[src/common/pc_defines.svh]
// Purpose: named constants of the program counter and core context block
// Assumes: register indices are word indices; byte address is index times four
// Notes:   included by the package and by the design modules
`ifndef PC_DEFINES_SVH
`define PC_DEFINES_SVH

// ============================================================================
// widths, stack depth and bit positions
`define PC_W          15
`define LATCH_W       7
`define LOW_W         8
`define SP_W          5
`define STACK_DEPTH   16
`define IDX_W         12
`define FLAGS_W       3
`define BSR_W         5
`define CALL_LOW_W    11
`define CALL_LATCH_LSB 3
`define SLOT_MSB      3

// ============================================================================
// register indices
`define IDX_PCL       12'hF82
`define IDX_LATCH     12'hF8A
`define IDX_SH_FLAGS  12'hFE4
`define IDX_SH_W      12'hFE5
`define IDX_SH_BSR    12'hFE6
`define IDX_SH_LATCH  12'hFE7
`define IDX_SH_F0L    12'hFE8
`define IDX_SH_F0H    12'hFE9
`define IDX_SH_F1L    12'hFEA
`define IDX_SH_F1H    12'hFEB
`define IDX_SP        12'hFED
`define IDX_RETURN_STACK_TOP_LOW      12'hFEE
`define IDX_RETURN_STACK_TOP_HIGH      12'hFEF

// ============================================================================
// reset values, last stack pointer before overflow and fixed addresses
`define PC_RESET      15'h0000
`define LATCH_RESET   7'h00
`define SP_RESET      5'h1F
`define SP_LAST       5'h0F
`define INT_VECTOR    15'h0004

// ============================================================================
// bus field positions
`define ADDR_IDX_LSB  2
`define ADDR_IDX_MSB  13
`define ADDR_TOP_LSB  14

`endif

[src/common/pc_pkg.sv]
// Purpose: types shared by the program counter block and its return stack
// Assumes: pc_defines.svh supplies every width but the 32-bit hrdata and the 3-bit op code
// Notes:   core operation codes are driven by the instruction decoder
`include "pc_defines.svh"

package pc_pkg;

   // ============================================================================
   // core operation presented once per instruction cycle
   typedef enum logic [2:0] {
      OP_NONE   = 3'b000,
      OP_STEP   = 3'b001,
      OP_PCL_WR = 3'b010,
      OP_CALL   = 3'b011,
      OP_INDIRECT_CALL_INSTR  = 3'b100,
      OP_INT    = 3'b101,
      OP_RET    = 3'b110,
      OP_RETFIE = 3'b111
   } core_op_t;

   // ============================================================================
   // state of the main module
   typedef struct packed {
      logic [`PC_W-1:0]    pc;
      logic [`LATCH_W-1:0] latch;
      logic                bus_wr;
      logic [`IDX_W-1:0]   bus_idx;
      logic [31:0]         hrdata;
      logic                restore;
      logic [`FLAGS_W-1:0] sh_flags;
      logic [`LOW_W-1:0]   sh_w;
      logic [`BSR_W-1:0]   sh_bsr;
      logic [`LATCH_W-1:0] sh_latch;
      logic [`LOW_W-1:0]   sh_f0l;
      logic [`LOW_W-1:0]   sh_f0h;
      logic [`LOW_W-1:0]   sh_f1l;
      logic [`LOW_W-1:0]   sh_f1h;
   } ctx_state_t;

   // ============================================================================
   // state of the return stack
   typedef struct packed {
      logic [`SP_W-1:0] ptr;
      logic             ovf;
      logic             unf;
   } stack_state_t;

endpackage : pc_pkg

[src/common/stack_if.sv]
// Purpose: link between the program counter block and its return stack
// Assumes: one push, pop or software access per cycle
// Notes:   tos is combinational from the stack array
`timescale 1ns/1ps
`include "pc_defines.svh"

interface stack_if;
   logic                push;
   logic                pop;
   logic [`PC_W-1:0]    push_val;
   logic                ptr_wr;
   logic [`SP_W-1:0]    ptr_wdata;
   logic                return_stack_top_low_wr;
   logic                return_stack_top_high_wr;
   logic [`LOW_W-1:0]   tos_wdata;
   logic [`PC_W-1:0]    tos;
   logic [`SP_W-1:0]    ptr;
   logic                ovf;
   logic                unf;

   modport owner (output push, pop, push_val, ptr_wr, ptr_wdata, return_stack_top_low_wr, return_stack_top_high_wr,
                  tos_wdata, input tos, ptr, ovf, unf);
   modport stack (input push, pop, push_val, ptr_wr, ptr_wdata, return_stack_top_low_wr, return_stack_top_high_wr,
                  tos_wdata, output tos, ptr, ovf, unf);
endinterface : stack_if

[src/rtl/return_stack.sv]
// Purpose: sixteen-level return stack with a five-bit stack pointer
// Assumes: push and pop never arrive together
// Notes:   circular; overflow and underflow are one-cycle pulses
`timescale 1ns/1ps
`include "pc_defines.svh"

module return_stack
   import pc_pkg::*;
#(
   parameter int DEPTH = `STACK_DEPTH
) (
   input  wire logic clk,
   input  wire logic rst_b,
   stack_if.stack    stk
);

   stack_state_t     s_q;
   stack_state_t     s_d;
   logic [`PC_W-1:0] mem [DEPTH];
   logic [`SLOT_MSB:0] wr_slot;

   // ============================================================================
   // pointer and flags
   always_comb begin
      s_d     = s_q;
      s_d.ovf = 1'b0;
      s_d.unf = 1'b0;
      wr_slot = s_q.ptr[`SLOT_MSB:0];
      if (stk.push) begin
         s_d.ptr = s_q.ptr + 5'h01;
         wr_slot = s_d.ptr[`SLOT_MSB:0];
         s_d.ovf = (s_q.ptr == `SP_LAST);
      end else if (stk.pop) begin
         s_d.ptr = s_q.ptr - 5'h01;
         s_d.unf = (s_q.ptr == `SP_RESET);
      end else if (stk.ptr_wr) begin
         s_d.ptr = stk.ptr_wdata;
      end
   end

   always_ff @(posedge clk) begin
      if (!rst_b) begin
         s_q.ptr <= `SP_RESET;
         s_q.ovf <= 1'b0;
         s_q.unf <= 1'b0;
      end else begin
         s_q <= s_d;
      end
   end

   // ============================================================================
   // storage, not reset
   always_ff @(posedge clk) begin
      if (stk.push) begin
         mem[wr_slot] <= stk.push_val;
      end else if (stk.return_stack_top_low_wr) begin
         mem[wr_slot][`LOW_W-1:0] <= stk.tos_wdata;
      end else if (stk.return_stack_top_high_wr) begin
         mem[wr_slot][`PC_W-1:`LOW_W] <= stk.tos_wdata[`LATCH_W-1:0];
      end
   end

   assign stk.tos = mem[s_q.ptr[`SLOT_MSB:0]];
   assign stk.ptr = s_q.ptr;
   assign stk.ovf = s_q.ovf;
   assign stk.unf = s_q.unf;

endmodule : return_stack

[src/rtl/pc_core_ctx.sv]
// Purpose: program counter loading, return stack access and interrupt shadows
// Assumes: decoder presents one core_op per cycle; AHB-Lite single word transfers
// Notes:   zero-wait bus slave; a core op wins over a bus write to the pc low byte
//
// Contract
// - Program counter is fifteen bits wide.
// - Low pc byte comes from the readable, writable low byte register.
// - Upper pc bits not directly accessible; they come from the upper latch.
// - Every reset clears the whole program counter to zero.
// - Writing the low byte loads upper bits from the latch at once.
// - Computed jumps: add result written to the low byte register.
// - Direct call: operand gives low byte and bits 2..0; latch gives 6..3.
// - Indirect call: W gives low byte; latch gives the upper bits.
// - Top of stack readable as low and seven-bit high registers, not reset.
// - Calls and interrupt entry push the program counter onto the stack.
// - Stack pointer is five bits to detect overflow and underflow.
//
// Local design decision: the AHB-Lite register port.
`timescale 1ns/1ps
`include "pc_defines.svh"

module pc_core_ctx
   import pc_pkg::*;
#(
   parameter logic [`PC_W-1:0] INT_VEC = `INT_VECTOR
) (
   input  wire logic                 clk,
   input  wire logic                 rst_b,
   // ahb-lite slave
   input  wire logic                 hsel,
   input  wire logic [31:0]          haddr,
   input  wire logic [1:0]           htrans,
   input  wire logic                 hwrite,
   input  wire logic [2:0]           hsize,
   input  wire logic [31:0]          hwdata,
   input  wire logic                 hready,
   output logic      [31:0]          hrdata,
   output logic                      hreadyout,
   output logic                      hresp,
   // core side
   input  wire core_op_t             core_op,
   input  wire logic [`PC_W-1:0]     core_operand,
   input  wire logic [`FLAGS_W-1:0]  ctx_flags,
   input  wire logic [`LOW_W-1:0]    ctx_w,
   input  wire logic [`BSR_W-1:0]    ctx_bsr,
   input  wire logic [`LOW_W-1:0]    ctx_fsr0l,
   input  wire logic [`LOW_W-1:0]    ctx_fsr0h,
   input  wire logic [`LOW_W-1:0]    ctx_fsr1l,
   input  wire logic [`LOW_W-1:0]    ctx_fsr1h,
   output logic      [`PC_W-1:0]     pc_addr,
   output logic      [`LATCH_W-1:0]  pc_upper_latch,
   output logic                      restore_valid,
   output logic      [`FLAGS_W-1:0]  restore_flags,
   output logic      [`LOW_W-1:0]    restore_w,
   output logic      [`BSR_W-1:0]    restore_bsr,
   output logic      [`LOW_W-1:0]    restore_fsr0l,
   output logic      [`LOW_W-1:0]    restore_fsr0h,
   output logic      [`LOW_W-1:0]    restore_fsr1l,
   output logic      [`LOW_W-1:0]    restore_fsr1h,
   output logic                      stack_overflow,
   output logic                      stack_underflow
);

   ctx_state_t          s_q;
   ctx_state_t          s_d;
   logic                addr_ok;
   logic                accept;
   logic [`IDX_W-1:0]   a_idx;
   logic [`LOW_W-1:0]   wbyte;

   stack_if stk ();

   return_stack #(
      .DEPTH (`STACK_DEPTH)
   ) u_stack (
      .clk   (clk),
      .rst_b (rst_b),
      .stk   (stk)
   );

   // ============================================================================
   // read mux
   function automatic logic [31:0] read_reg(input ctx_state_t q,
                                            input logic [`IDX_W-1:0] idx,
                                            input logic [`PC_W-1:0] tos,
                                            input logic [`SP_W-1:0] ptr);
      logic [31:0] r;
      r = 32'h0000_0000;
      case (idx)
         `IDX_PCL:      r[`LOW_W-1:0]   = q.pc[`LOW_W-1:0];
         `IDX_LATCH:    r[`LATCH_W-1:0] = q.latch;
         `IDX_SH_FLAGS: r[`FLAGS_W-1:0] = q.sh_flags;
         `IDX_SH_W:     r[`LOW_W-1:0]   = q.sh_w;
         `IDX_SH_BSR:   r[`BSR_W-1:0]   = q.sh_bsr;
         `IDX_SH_LATCH: r[`LATCH_W-1:0] = q.sh_latch;
         `IDX_SH_F0L:   r[`LOW_W-1:0]   = q.sh_f0l;
         `IDX_SH_F0H:   r[`LOW_W-1:0]   = q.sh_f0h;
         `IDX_SH_F1L:   r[`LOW_W-1:0]   = q.sh_f1l;
         `IDX_SH_F1H:   r[`LOW_W-1:0]   = q.sh_f1h;
         `IDX_SP:       r[`SP_W-1:0]    = ptr;
         `IDX_RETURN_STACK_TOP_LOW:     r[`LOW_W-1:0]   = tos[`LOW_W-1:0];
         `IDX_RETURN_STACK_TOP_HIGH:     r[`LATCH_W-1:0] = tos[`PC_W-1:`LOW_W];
         default:       r = 32'h0000_0000;
      endcase
      return r;
   endfunction : read_reg

   // ============================================================================
   // address phase decode
   assign a_idx   = haddr[`ADDR_IDX_MSB:`ADDR_IDX_LSB];
   assign addr_ok = (haddr[31:`ADDR_TOP_LSB] == 18'h0_0000) && (haddr[1:0] == 2'h0);
   assign accept  = hsel && htrans[1] && hready;
   assign wbyte   = hwdata[`LOW_W-1:0];

   // ============================================================================
   // stack control
   always_comb begin
      stk.push      = (core_op == OP_CALL) || (core_op == OP_INDIRECT_CALL_INSTR) ||
                      (core_op == OP_INT);
      stk.pop       = (core_op == OP_RET) || (core_op == OP_RETFIE);
      stk.push_val  = s_q.pc;
      stk.ptr_wr    = s_q.bus_wr && (s_q.bus_idx == `IDX_SP);
      stk.ptr_wdata = hwdata[`SP_W-1:0];
      stk.return_stack_top_low_wr   = s_q.bus_wr && (s_q.bus_idx == `IDX_RETURN_STACK_TOP_LOW);
      stk.return_stack_top_high_wr   = s_q.bus_wr && (s_q.bus_idx == `IDX_RETURN_STACK_TOP_HIGH);
      stk.tos_wdata = wbyte;
   end

   // ============================================================================
   // next state
   always_comb begin
      s_d         = s_q;
      s_d.restore = 1'b0;

      // bus address phase
      s_d.bus_wr  = 1'b0;
      if (accept) begin
         s_d.bus_idx = a_idx;
         s_d.bus_wr  = hwrite && addr_ok;
         s_d.hrdata  = (!hwrite && addr_ok) ? read_reg(s_q, a_idx, stk.tos, stk.ptr)
                                            : 32'h0000_0000;
      end

      // program counter source
      case (core_op)
         OP_STEP: begin
            s_d.pc = s_q.pc + 15'h0001;
         end
         OP_PCL_WR: begin
            s_d.pc = {s_q.latch, core_operand[`LOW_W-1:0]};
         end
         OP_CALL: begin
            s_d.pc = {s_q.latch[`LATCH_W-1:`CALL_LATCH_LSB],
                      core_operand[`CALL_LOW_W-1:0]};
         end
         OP_INDIRECT_CALL_INSTR: begin
            s_d.pc = {s_q.latch, core_operand[`LOW_W-1:0]};
         end
         OP_INT: begin
            s_d.pc       = INT_VEC;
            s_d.sh_flags = ctx_flags;
            s_d.sh_w     = ctx_w;
            s_d.sh_bsr   = ctx_bsr;
            s_d.sh_latch = s_q.latch;
            s_d.sh_f0l   = ctx_fsr0l;
            s_d.sh_f0h   = ctx_fsr0h;
            s_d.sh_f1l   = ctx_fsr1l;
            s_d.sh_f1h   = ctx_fsr1h;
         end
         OP_RET: begin
            s_d.pc = stk.tos;
         end
         OP_RETFIE: begin
            s_d.pc      = stk.tos;
            s_d.latch   = s_q.sh_latch;
            s_d.restore = 1'b1;
         end
         default: begin
            s_d.pc = s_q.pc;
         end
      endcase

      // bus data phase write
      if (s_q.bus_wr) begin
         case (s_q.bus_idx)
            `IDX_PCL: begin
               if (core_op == OP_NONE) begin
                  s_d.pc = {s_q.latch, wbyte};
               end
            end
            `IDX_LATCH:    s_d.latch    = hwdata[`LATCH_W-1:0];
            `IDX_SH_FLAGS: s_d.sh_flags = hwdata[`FLAGS_W-1:0];
            `IDX_SH_W:     s_d.sh_w     = wbyte;
            `IDX_SH_BSR:   s_d.sh_bsr   = hwdata[`BSR_W-1:0];
            `IDX_SH_LATCH: s_d.sh_latch = hwdata[`LATCH_W-1:0];
            `IDX_SH_F0L:   s_d.sh_f0l   = wbyte;
            `IDX_SH_F0H:   s_d.sh_f0h   = wbyte;
            `IDX_SH_F1L:   s_d.sh_f1l   = wbyte;
            `IDX_SH_F1H:   s_d.sh_f1h   = wbyte;
            default:       s_d.bus_wr   = s_d.bus_wr;
         endcase
      end
   end

   // ============================================================================
   // state register; shadows keep their value through reset
   always_ff @(posedge clk) begin
      if (!rst_b) begin
         s_q.pc      <= `PC_RESET;
         s_q.latch   <= `LATCH_RESET;
         s_q.bus_wr  <= 1'b0;
         s_q.bus_idx <= 12'h000;
         s_q.hrdata  <= 32'h0000_0000;
         s_q.restore <= 1'b0;
      end else begin
         s_q <= s_d;
      end
   end

   // ============================================================================
   // outputs
   assign hrdata          = s_q.hrdata;
   assign hreadyout       = 1'b1;
   assign hresp           = 1'b0;
   assign pc_addr         = s_q.pc;
   assign pc_upper_latch  = s_q.latch;
   assign restore_valid   = s_q.restore;
   assign restore_flags   = s_q.sh_flags;
   assign restore_w       = s_q.sh_w;
   assign restore_bsr     = s_q.sh_bsr;
   assign restore_fsr0l   = s_q.sh_f0l;
   assign restore_fsr0h   = s_q.sh_f0h;
   assign restore_fsr1l   = s_q.sh_f1l;
   assign restore_fsr1h   = s_q.sh_f1h;
   assign stack_overflow  = stk.ovf;
   assign stack_underflow = stk.unf;

endmodule : pc_core_ctx

[config.mk]
export PLATFORM = sky130hd
export DESIGN_NAME = pc_core_ctx
export DESIGN_NICKNAME = d
export VERILOG_FILES = /design/src/common/pc_pkg.sv /design/src/common/stack_if.sv /design/src/rtl/return_stack.sv /design/src/rtl/pc_core_ctx.sv
export VERILOG_INCLUDE_DIRS = /design/src /design/src/common
export SDC_FILE = /design/constraint.sdc
export NUM_CORES = 1
export LEC_CHECK = 0
export BUFFER_PORTS_ARGS = -buffer_cell sky130_fd_sc_hd__buf_2
export CORE_MARGIN = 3
export CORE_UTILIZATION = 55
export DETAILED_ROUTE_END_ITERATION = 10
export PLACE_DENSITY = 0.73
export SLEW_MARGIN = 15
export SYNTH_ARGS = -nofsm -noshare
export SYNTH_HDL_FRONTEND = slang
export SYNTH_HIERARCHICAL = 1
export SYNTH_SLANG_ARGS = --single-unit
export TNS_END_PERCENT = 5
[constraint.sdc]
create_clock -name clk -period 6.9 [get_ports clk]
set_input_delay 0.345 -clock clk [delete_from_list [all_inputs] [get_ports clk]]
set_output_delay 0.345 -clock clk [all_outputs]
set_load 0.03 [all_outputs]
## Word level (Yosys, flattened, before mapping)

Memory sizes are Yosys's and may differ from the RTL's. A register that Yosys moved wholly into a read port is not among the register bits.
Index checks and enable logic that the tools add are counted.

| word-level totals | value |
|---|---|
| output and inout port bits | 107 |
| memory bits (writable) | 240 |
| logic and storage cells | 120 |
| flip-flop bits (word level) | 130 |
| memories | 1 |
| input bits | 140 |

Memory list:

| name | words | width | read ports | clocked after memory_dff | wr ports | RTL line | RTL |
|---|---|---|---|---|---|---|---|
| u_stack.mem | 16 | 15 | 1 | 1 | 1 | return_stack.sv:19 | `` logic [`PC_W-1:0] mem [DEPTH]; `` |

| cells by class | value |
|---|---|
| muxes and demuxes | 40 |
| reduce and logical (&&, ||, !) cells | 20 |
| bitwise gates (word level) | 4 |
| $add $sub $neg | 3 |
| equality and inequality tests | 35 |

Operators with widths:

| kind | number |
|---|---|
| $eq 12x12->1 const B | 26 |
| $mux 55 | 2 |
| $pmux 15 s5 | 1 |
| $mux 8 | 7 |
| $mux 45 | 1 |
| $pmux 3 s13 | 1 |
| $mux 15 | 2 |
| $mux 7 | 4 |
| $pmux 2 s12 | 1 |
| $mux 23 | 1 |
| $mux 5 | 4 |
| $pmux 2 s10 | 1 |
| $logic_not 18->1 | 1 |
| $add 15x1->15 const B | 1 |
| $eq 3x3->1 const B | 4 |
| $mux 4 | 3 |
| $mux 1 | 10 |
| $logic_and 1x1->1 | 8 |
| $pmux 1 s7 | 1 |
| $eq 3x2->1 const B | 2 |
| $add 5x1->5 const B | 1 |
| $eq 5x4->1 const B | 1 |
| $eq 5x5->1 const B | 1 |
| $sub 5x1->5 const B | 1 |
| 12 further kinds | 17 |

## Longest topological paths before layout

| logic depth | value |
|---|---|
| depth in word-level cells | 7 |
| mapped depth | 10 |
| gate-level depth less buffers | 8 |

## Hierarchy

Netlist, hierarchy kept.

By module, submodules not included:

| module | sequential area each (sq um) | instances | area an instance (sq um) | cells an instance |
|---|---|---|---|---|
| return_stack | 7,427.1 | 1 | 10,158.5 | 536 |
| pc_core_ctx | 2,532.4 | 1 | 7,343.3 | 853 |

## Worst setup path before layout

Ideal clock, no wire load.

| path | value |
|---|---|
| path kind | input to register |
| start point | input core_op[1] |
| end point | memory u_stack/mem[4][0] (netlist name), enable pin |
| setup slack | 4.089 ns |
| arrival | 2.435 ns |
| stages on the path | 10 |
| path buffers | 5 |
| required time | 6.525 ns |
| library setup time | 0.375 ns |
| path through | clkbuf_1 clkbuf_1 clkbuf_1 nand2_1 nand2_1 buf_2 nand2_1 or3_1 clkbuf_1 a21oi_1 |

| on the way | value |
|---|---|
| word-level cells in the longest chain between the ends | 6 |
| elaborated cells between the ends (all ways) | 11 |
| classes of those cells | eq/ne (3); mux (5); bitwise (1); reduce/logical (2) |

Ends and longest elaborated chain:

| item | RTL line | RTL |
|---|---|---|
| from (decl) | pc_core_ctx.sv:41 | `input wire core_op_t core_op,` |
| $eq 3x2->1 / $eq 3x3->1 (equally long branches) | pc_core_ctx.sv:118 | `stk.push = (core_op == OP_CALL) \|\| (core_op == OP_INDIRECT_CALL_INSTR) \|\|` |
| $logic_or 1x1->1 | pc_core_ctx.sv:118 |  |
| $logic_or 1x1->1 * | pc_core_ctx.sv:118 |  |
| named net stk.push | stack_if.sv:8 | `logic push;` |
| $mux 1 | return_stack.sv:54 | `if (stk.push) begin` |
| $mux 1 (on tied branches) | return_stack.sv:55, return_stack.sv:57 |  |
| $or 1x1->1 (no line) | - |  |
| to (decl) | return_stack.sv:19 |  |

Mark *: on every way through the listed nets, which the timed path passes. The rest lies on a longest branch.

## Worst setup path in the final report

| path | value |
|---|---|
| start point | register s_q[100] (netlist name) |
| end point | memory u_stack/mem[15][6] (netlist name), enable pin |

| on the way | value |
|---|---|
| word-level cells in the longest chain between the ends | 5 |

Ends and longest elaborated chain:

| item | RTL line | RTL |
|---|---|---|
| from (decl) | pc_core_ctx.sv:64 | `ctx_state_t s_q;` |
| $logic_and 1x1->1 | pc_core_ctx.sv:124 | `` stk.return_stack_top_low_wr = s_q.bus_wr && (s_q.bus_idx == `IDX_RETURN_STACK_TOP_LOW); `` |
| named net stk.return_stack_top_low_wr | stack_if.sv:13 | `logic return_stack_top_low_wr;` |
| $mux 1 | return_stack.sv:56 | `end else if (stk.return_stack_top_low_wr) begin` |
| $mux 1 | return_stack.sv:54 |  |
| $mux 1 | return_stack.sv:57 | `` mem[wr_slot][`LOW_W-1:0] <= stk.tos_wdata; `` |
| $or 1x1->1 (no line) | - |  |

The timed path passes the listed nets, and every way through them passes these cells.

==> results.yml <==
clock_tree:
  cts_buffers: 37
  insertion_delay_ps: 520
  root_buffer: "clkbuf_16"
  cts_tree: "yes"
  postCtsResizedCells: 0
  cts_max_path_buffers: 3
  cts_sinks: 350
  clkTransAtPathRegs_ps: 60
  cts_hold_buf: 0
  postCtsSetupBuffers: 0
  htreeDepth: 2
grt:
  grt_pass1_wl_mm: 68.90
  grt_max_degree: 61
  grt_pass1_vias: 11243
  grt_use_total_pct: 26.77
  gr-usage-met3_pct: 3.533
  met1_usage_pct: 37.81
  antenna_found_initial: 0
  top_usage_layer: "met2"
  grt-ovfl-total: 0
  met2_usage_pct: 43.27
synth:
  yosys.area.top_type: "edfxtp_1"
  synth-edff-count: 295
  ys.flop_type: "edfxtp_1"
  yosys.area.top_type_share_pct: 50.61
  synth_seq_cells: 350
  async_flop_share_pct: 0
  ys_warn_count: 6
  synth-seq-area-share_pct: 56.91
  synth_cell_types: 67
  syn_avg_cell_area_um2: 12.60
  synthTopCellsByArea: "edfxtp_1, mux4_2, dfxtp_1, mux2i_1, buf_4"
  synth_area_mm2: 0.01750
  syn_inst: 1389
die:
  die_width_um: 184.4
  io-pin-count: 247
  rows: 64
  core-area_mm2: 0.03099
  dieArea_mm2: 0.03400
  die_h_um: 184.4
  initial_core_util_pct: 56.48
drt:
  post_drt_via_cell_ratio: 6.493
  drc_errors: 0
  firstDrtPassIters: 5
  antenna_left: 0
  routed-via-count: 12193
  wl_per_cell_um: 24.88
  drt_iter0_drc: 1415
  wl_mm: 46.72
timing:
  setup_viol_count_final: 0
  min_period_ps: 3937
  rsz0062_at_grt: "false"
  drv_slew: 0
  fmax_mhz: 254.0
  period_share_pct: 57.06
  finClkSkew_ps: 13.67
  fin_tns_setup_ps: 0
  worstMarginPinSlew_ps: 1123
  final_hold_viol_count: 0
  slew_headroom_pct: 24.96
worst_setup_path:
  worstPathMaxFanout: 10
  crit_path_start_kind: "flop"
  crit_required_ps: 7030
  worstSetupEndpointType: "flop"
  worstPathArrival_ps: 4070
  critical_path_class: "flop to flop"
finish:
  drive_above_1_share_pct: 22.62
  largest_reg_flops: 240
  layout_commonest_cell: "edfxtp_1"
  finalNonFillerCells: 1878
  largest-register: "u_stack/mem"
  nets: 1598
  fillers: 2407
  area_growth_pct: 9.179
  most-common-layout-cells: "edfxtp_1, buf_2, a21oi_1"
worst_hold_path:
  hp-class: "input port to flop"
power:
  powerDensity_mw_per_mm2: 268.6
  p_leak_nw: 7.321
  total_power_w: 0.005132
  max-vdd-ir-drop_uv: 214.9
outcome:
  status: "completed"
place:
  dp_hpwl_mm: 31.78
  place_inst: 1810
  portBuffers: 188
  place_congestion: 0.9280
run:
  maxCapViolCount: 0
## Yosys cell counts (all sizes together) (12+ instances only)
library cell	instances
edfxtp	295
nand4	14
a21oi	120
nor4	13
buf	136
mux2i	95
inv	21
clkbuf	57
nand3	26
nor2	96
nor2b	14
dfxtp	55
nand2	116
mux2	25
a22oi	38
mux4	62
a211oi	19
o21ai	25
nand3b	12
## kinds of logic after synthesis
family	after synthesis	synth area share, %
buffers and inverters	214	7.256
DFF	350	56.91
AOI/OAI and AO/OA	263	9.508
and+or+nand+nor	360	10.09
other	2	0.04291
muxes	182	15.19
adders and majority gates	5	0.3574
xor gates and xnor gates	13	0.6506
## layout make-up
type / instances / area, um^2 / share of cell area, %
flip-flops and latches: 350 / 9967 / 52.16
multi-input cells: 849 / 6370 / 33.34
repair buffers: 194 / 985.9 / 5.160
clock buffers: 46 / 959.7 / 5.022
well taps: 396 / 495.5 / 2.593
clock inverters: 21 / 249.0 / 1.303
inverters: 21 / 78.83 / 0.4125
diodes: 1 / 2.502 / 0.01310
## routing by layer
metal | vias to the layer above | wire length, um | part of all wire, %
li1 | 5308 | - | -
met5 | - | 0 | 0
met4 | 0 | 1569 | 3.4
met2 | 752 | 22400 | 48
met3 | 108 | 4454 | 9.5
met1 | 6025 | 18300 | 39
## where the power goes
group	leakage [nW]	switching (W)	internal [W]
clock	0.594	0.000803	0.00118
sequential	3.20	0.000106	0.00239
combinational	3.53	0.000413	0.000231
## critical path, cell delays in order (launching register included)
cell and delay [ps]:
dfxtp_1 330, nand4_1 220, nor4_2 700, nand2_1 150
nor2_1 310, nor2b_1 620, a31oi_1 350, a21oi_1 870
## final timing paths
path,start,to,slack (ps),cells after the start
setup reg to reg,s_q[100]$_SDFF_PN0_,u_stack/mem[15][6]$_DFFE_PP_,2960,7
hold reg to reg,hrdata[5]$_SDFFE_PN0P_,hrdata[5]$_SDFFE_PN0P_,450,2
hold / removal,haddr[10],s_q[96]$_SDFFE_PN0P_,90,3
setup / recovery,s_q[100]$_SDFF_PN0_,u_stack/mem[15][6]$_DFFE_PP_,2960,7
## metrics by stage
stage	setup slack [ps]	hold WS, ps	cell area, um^2	utilization [%]
floorplan	4089	423.6	17590	-
global placement	2922	437.4	17900	57.75
detailed placement	2805	442.7	17900	57.75
CTS	3060	71.06	19110	61.65
global route	2728	99.37	19110	61.65
finish	2963	85.87	19110	61.66
(Power assumes the default switching activity.)
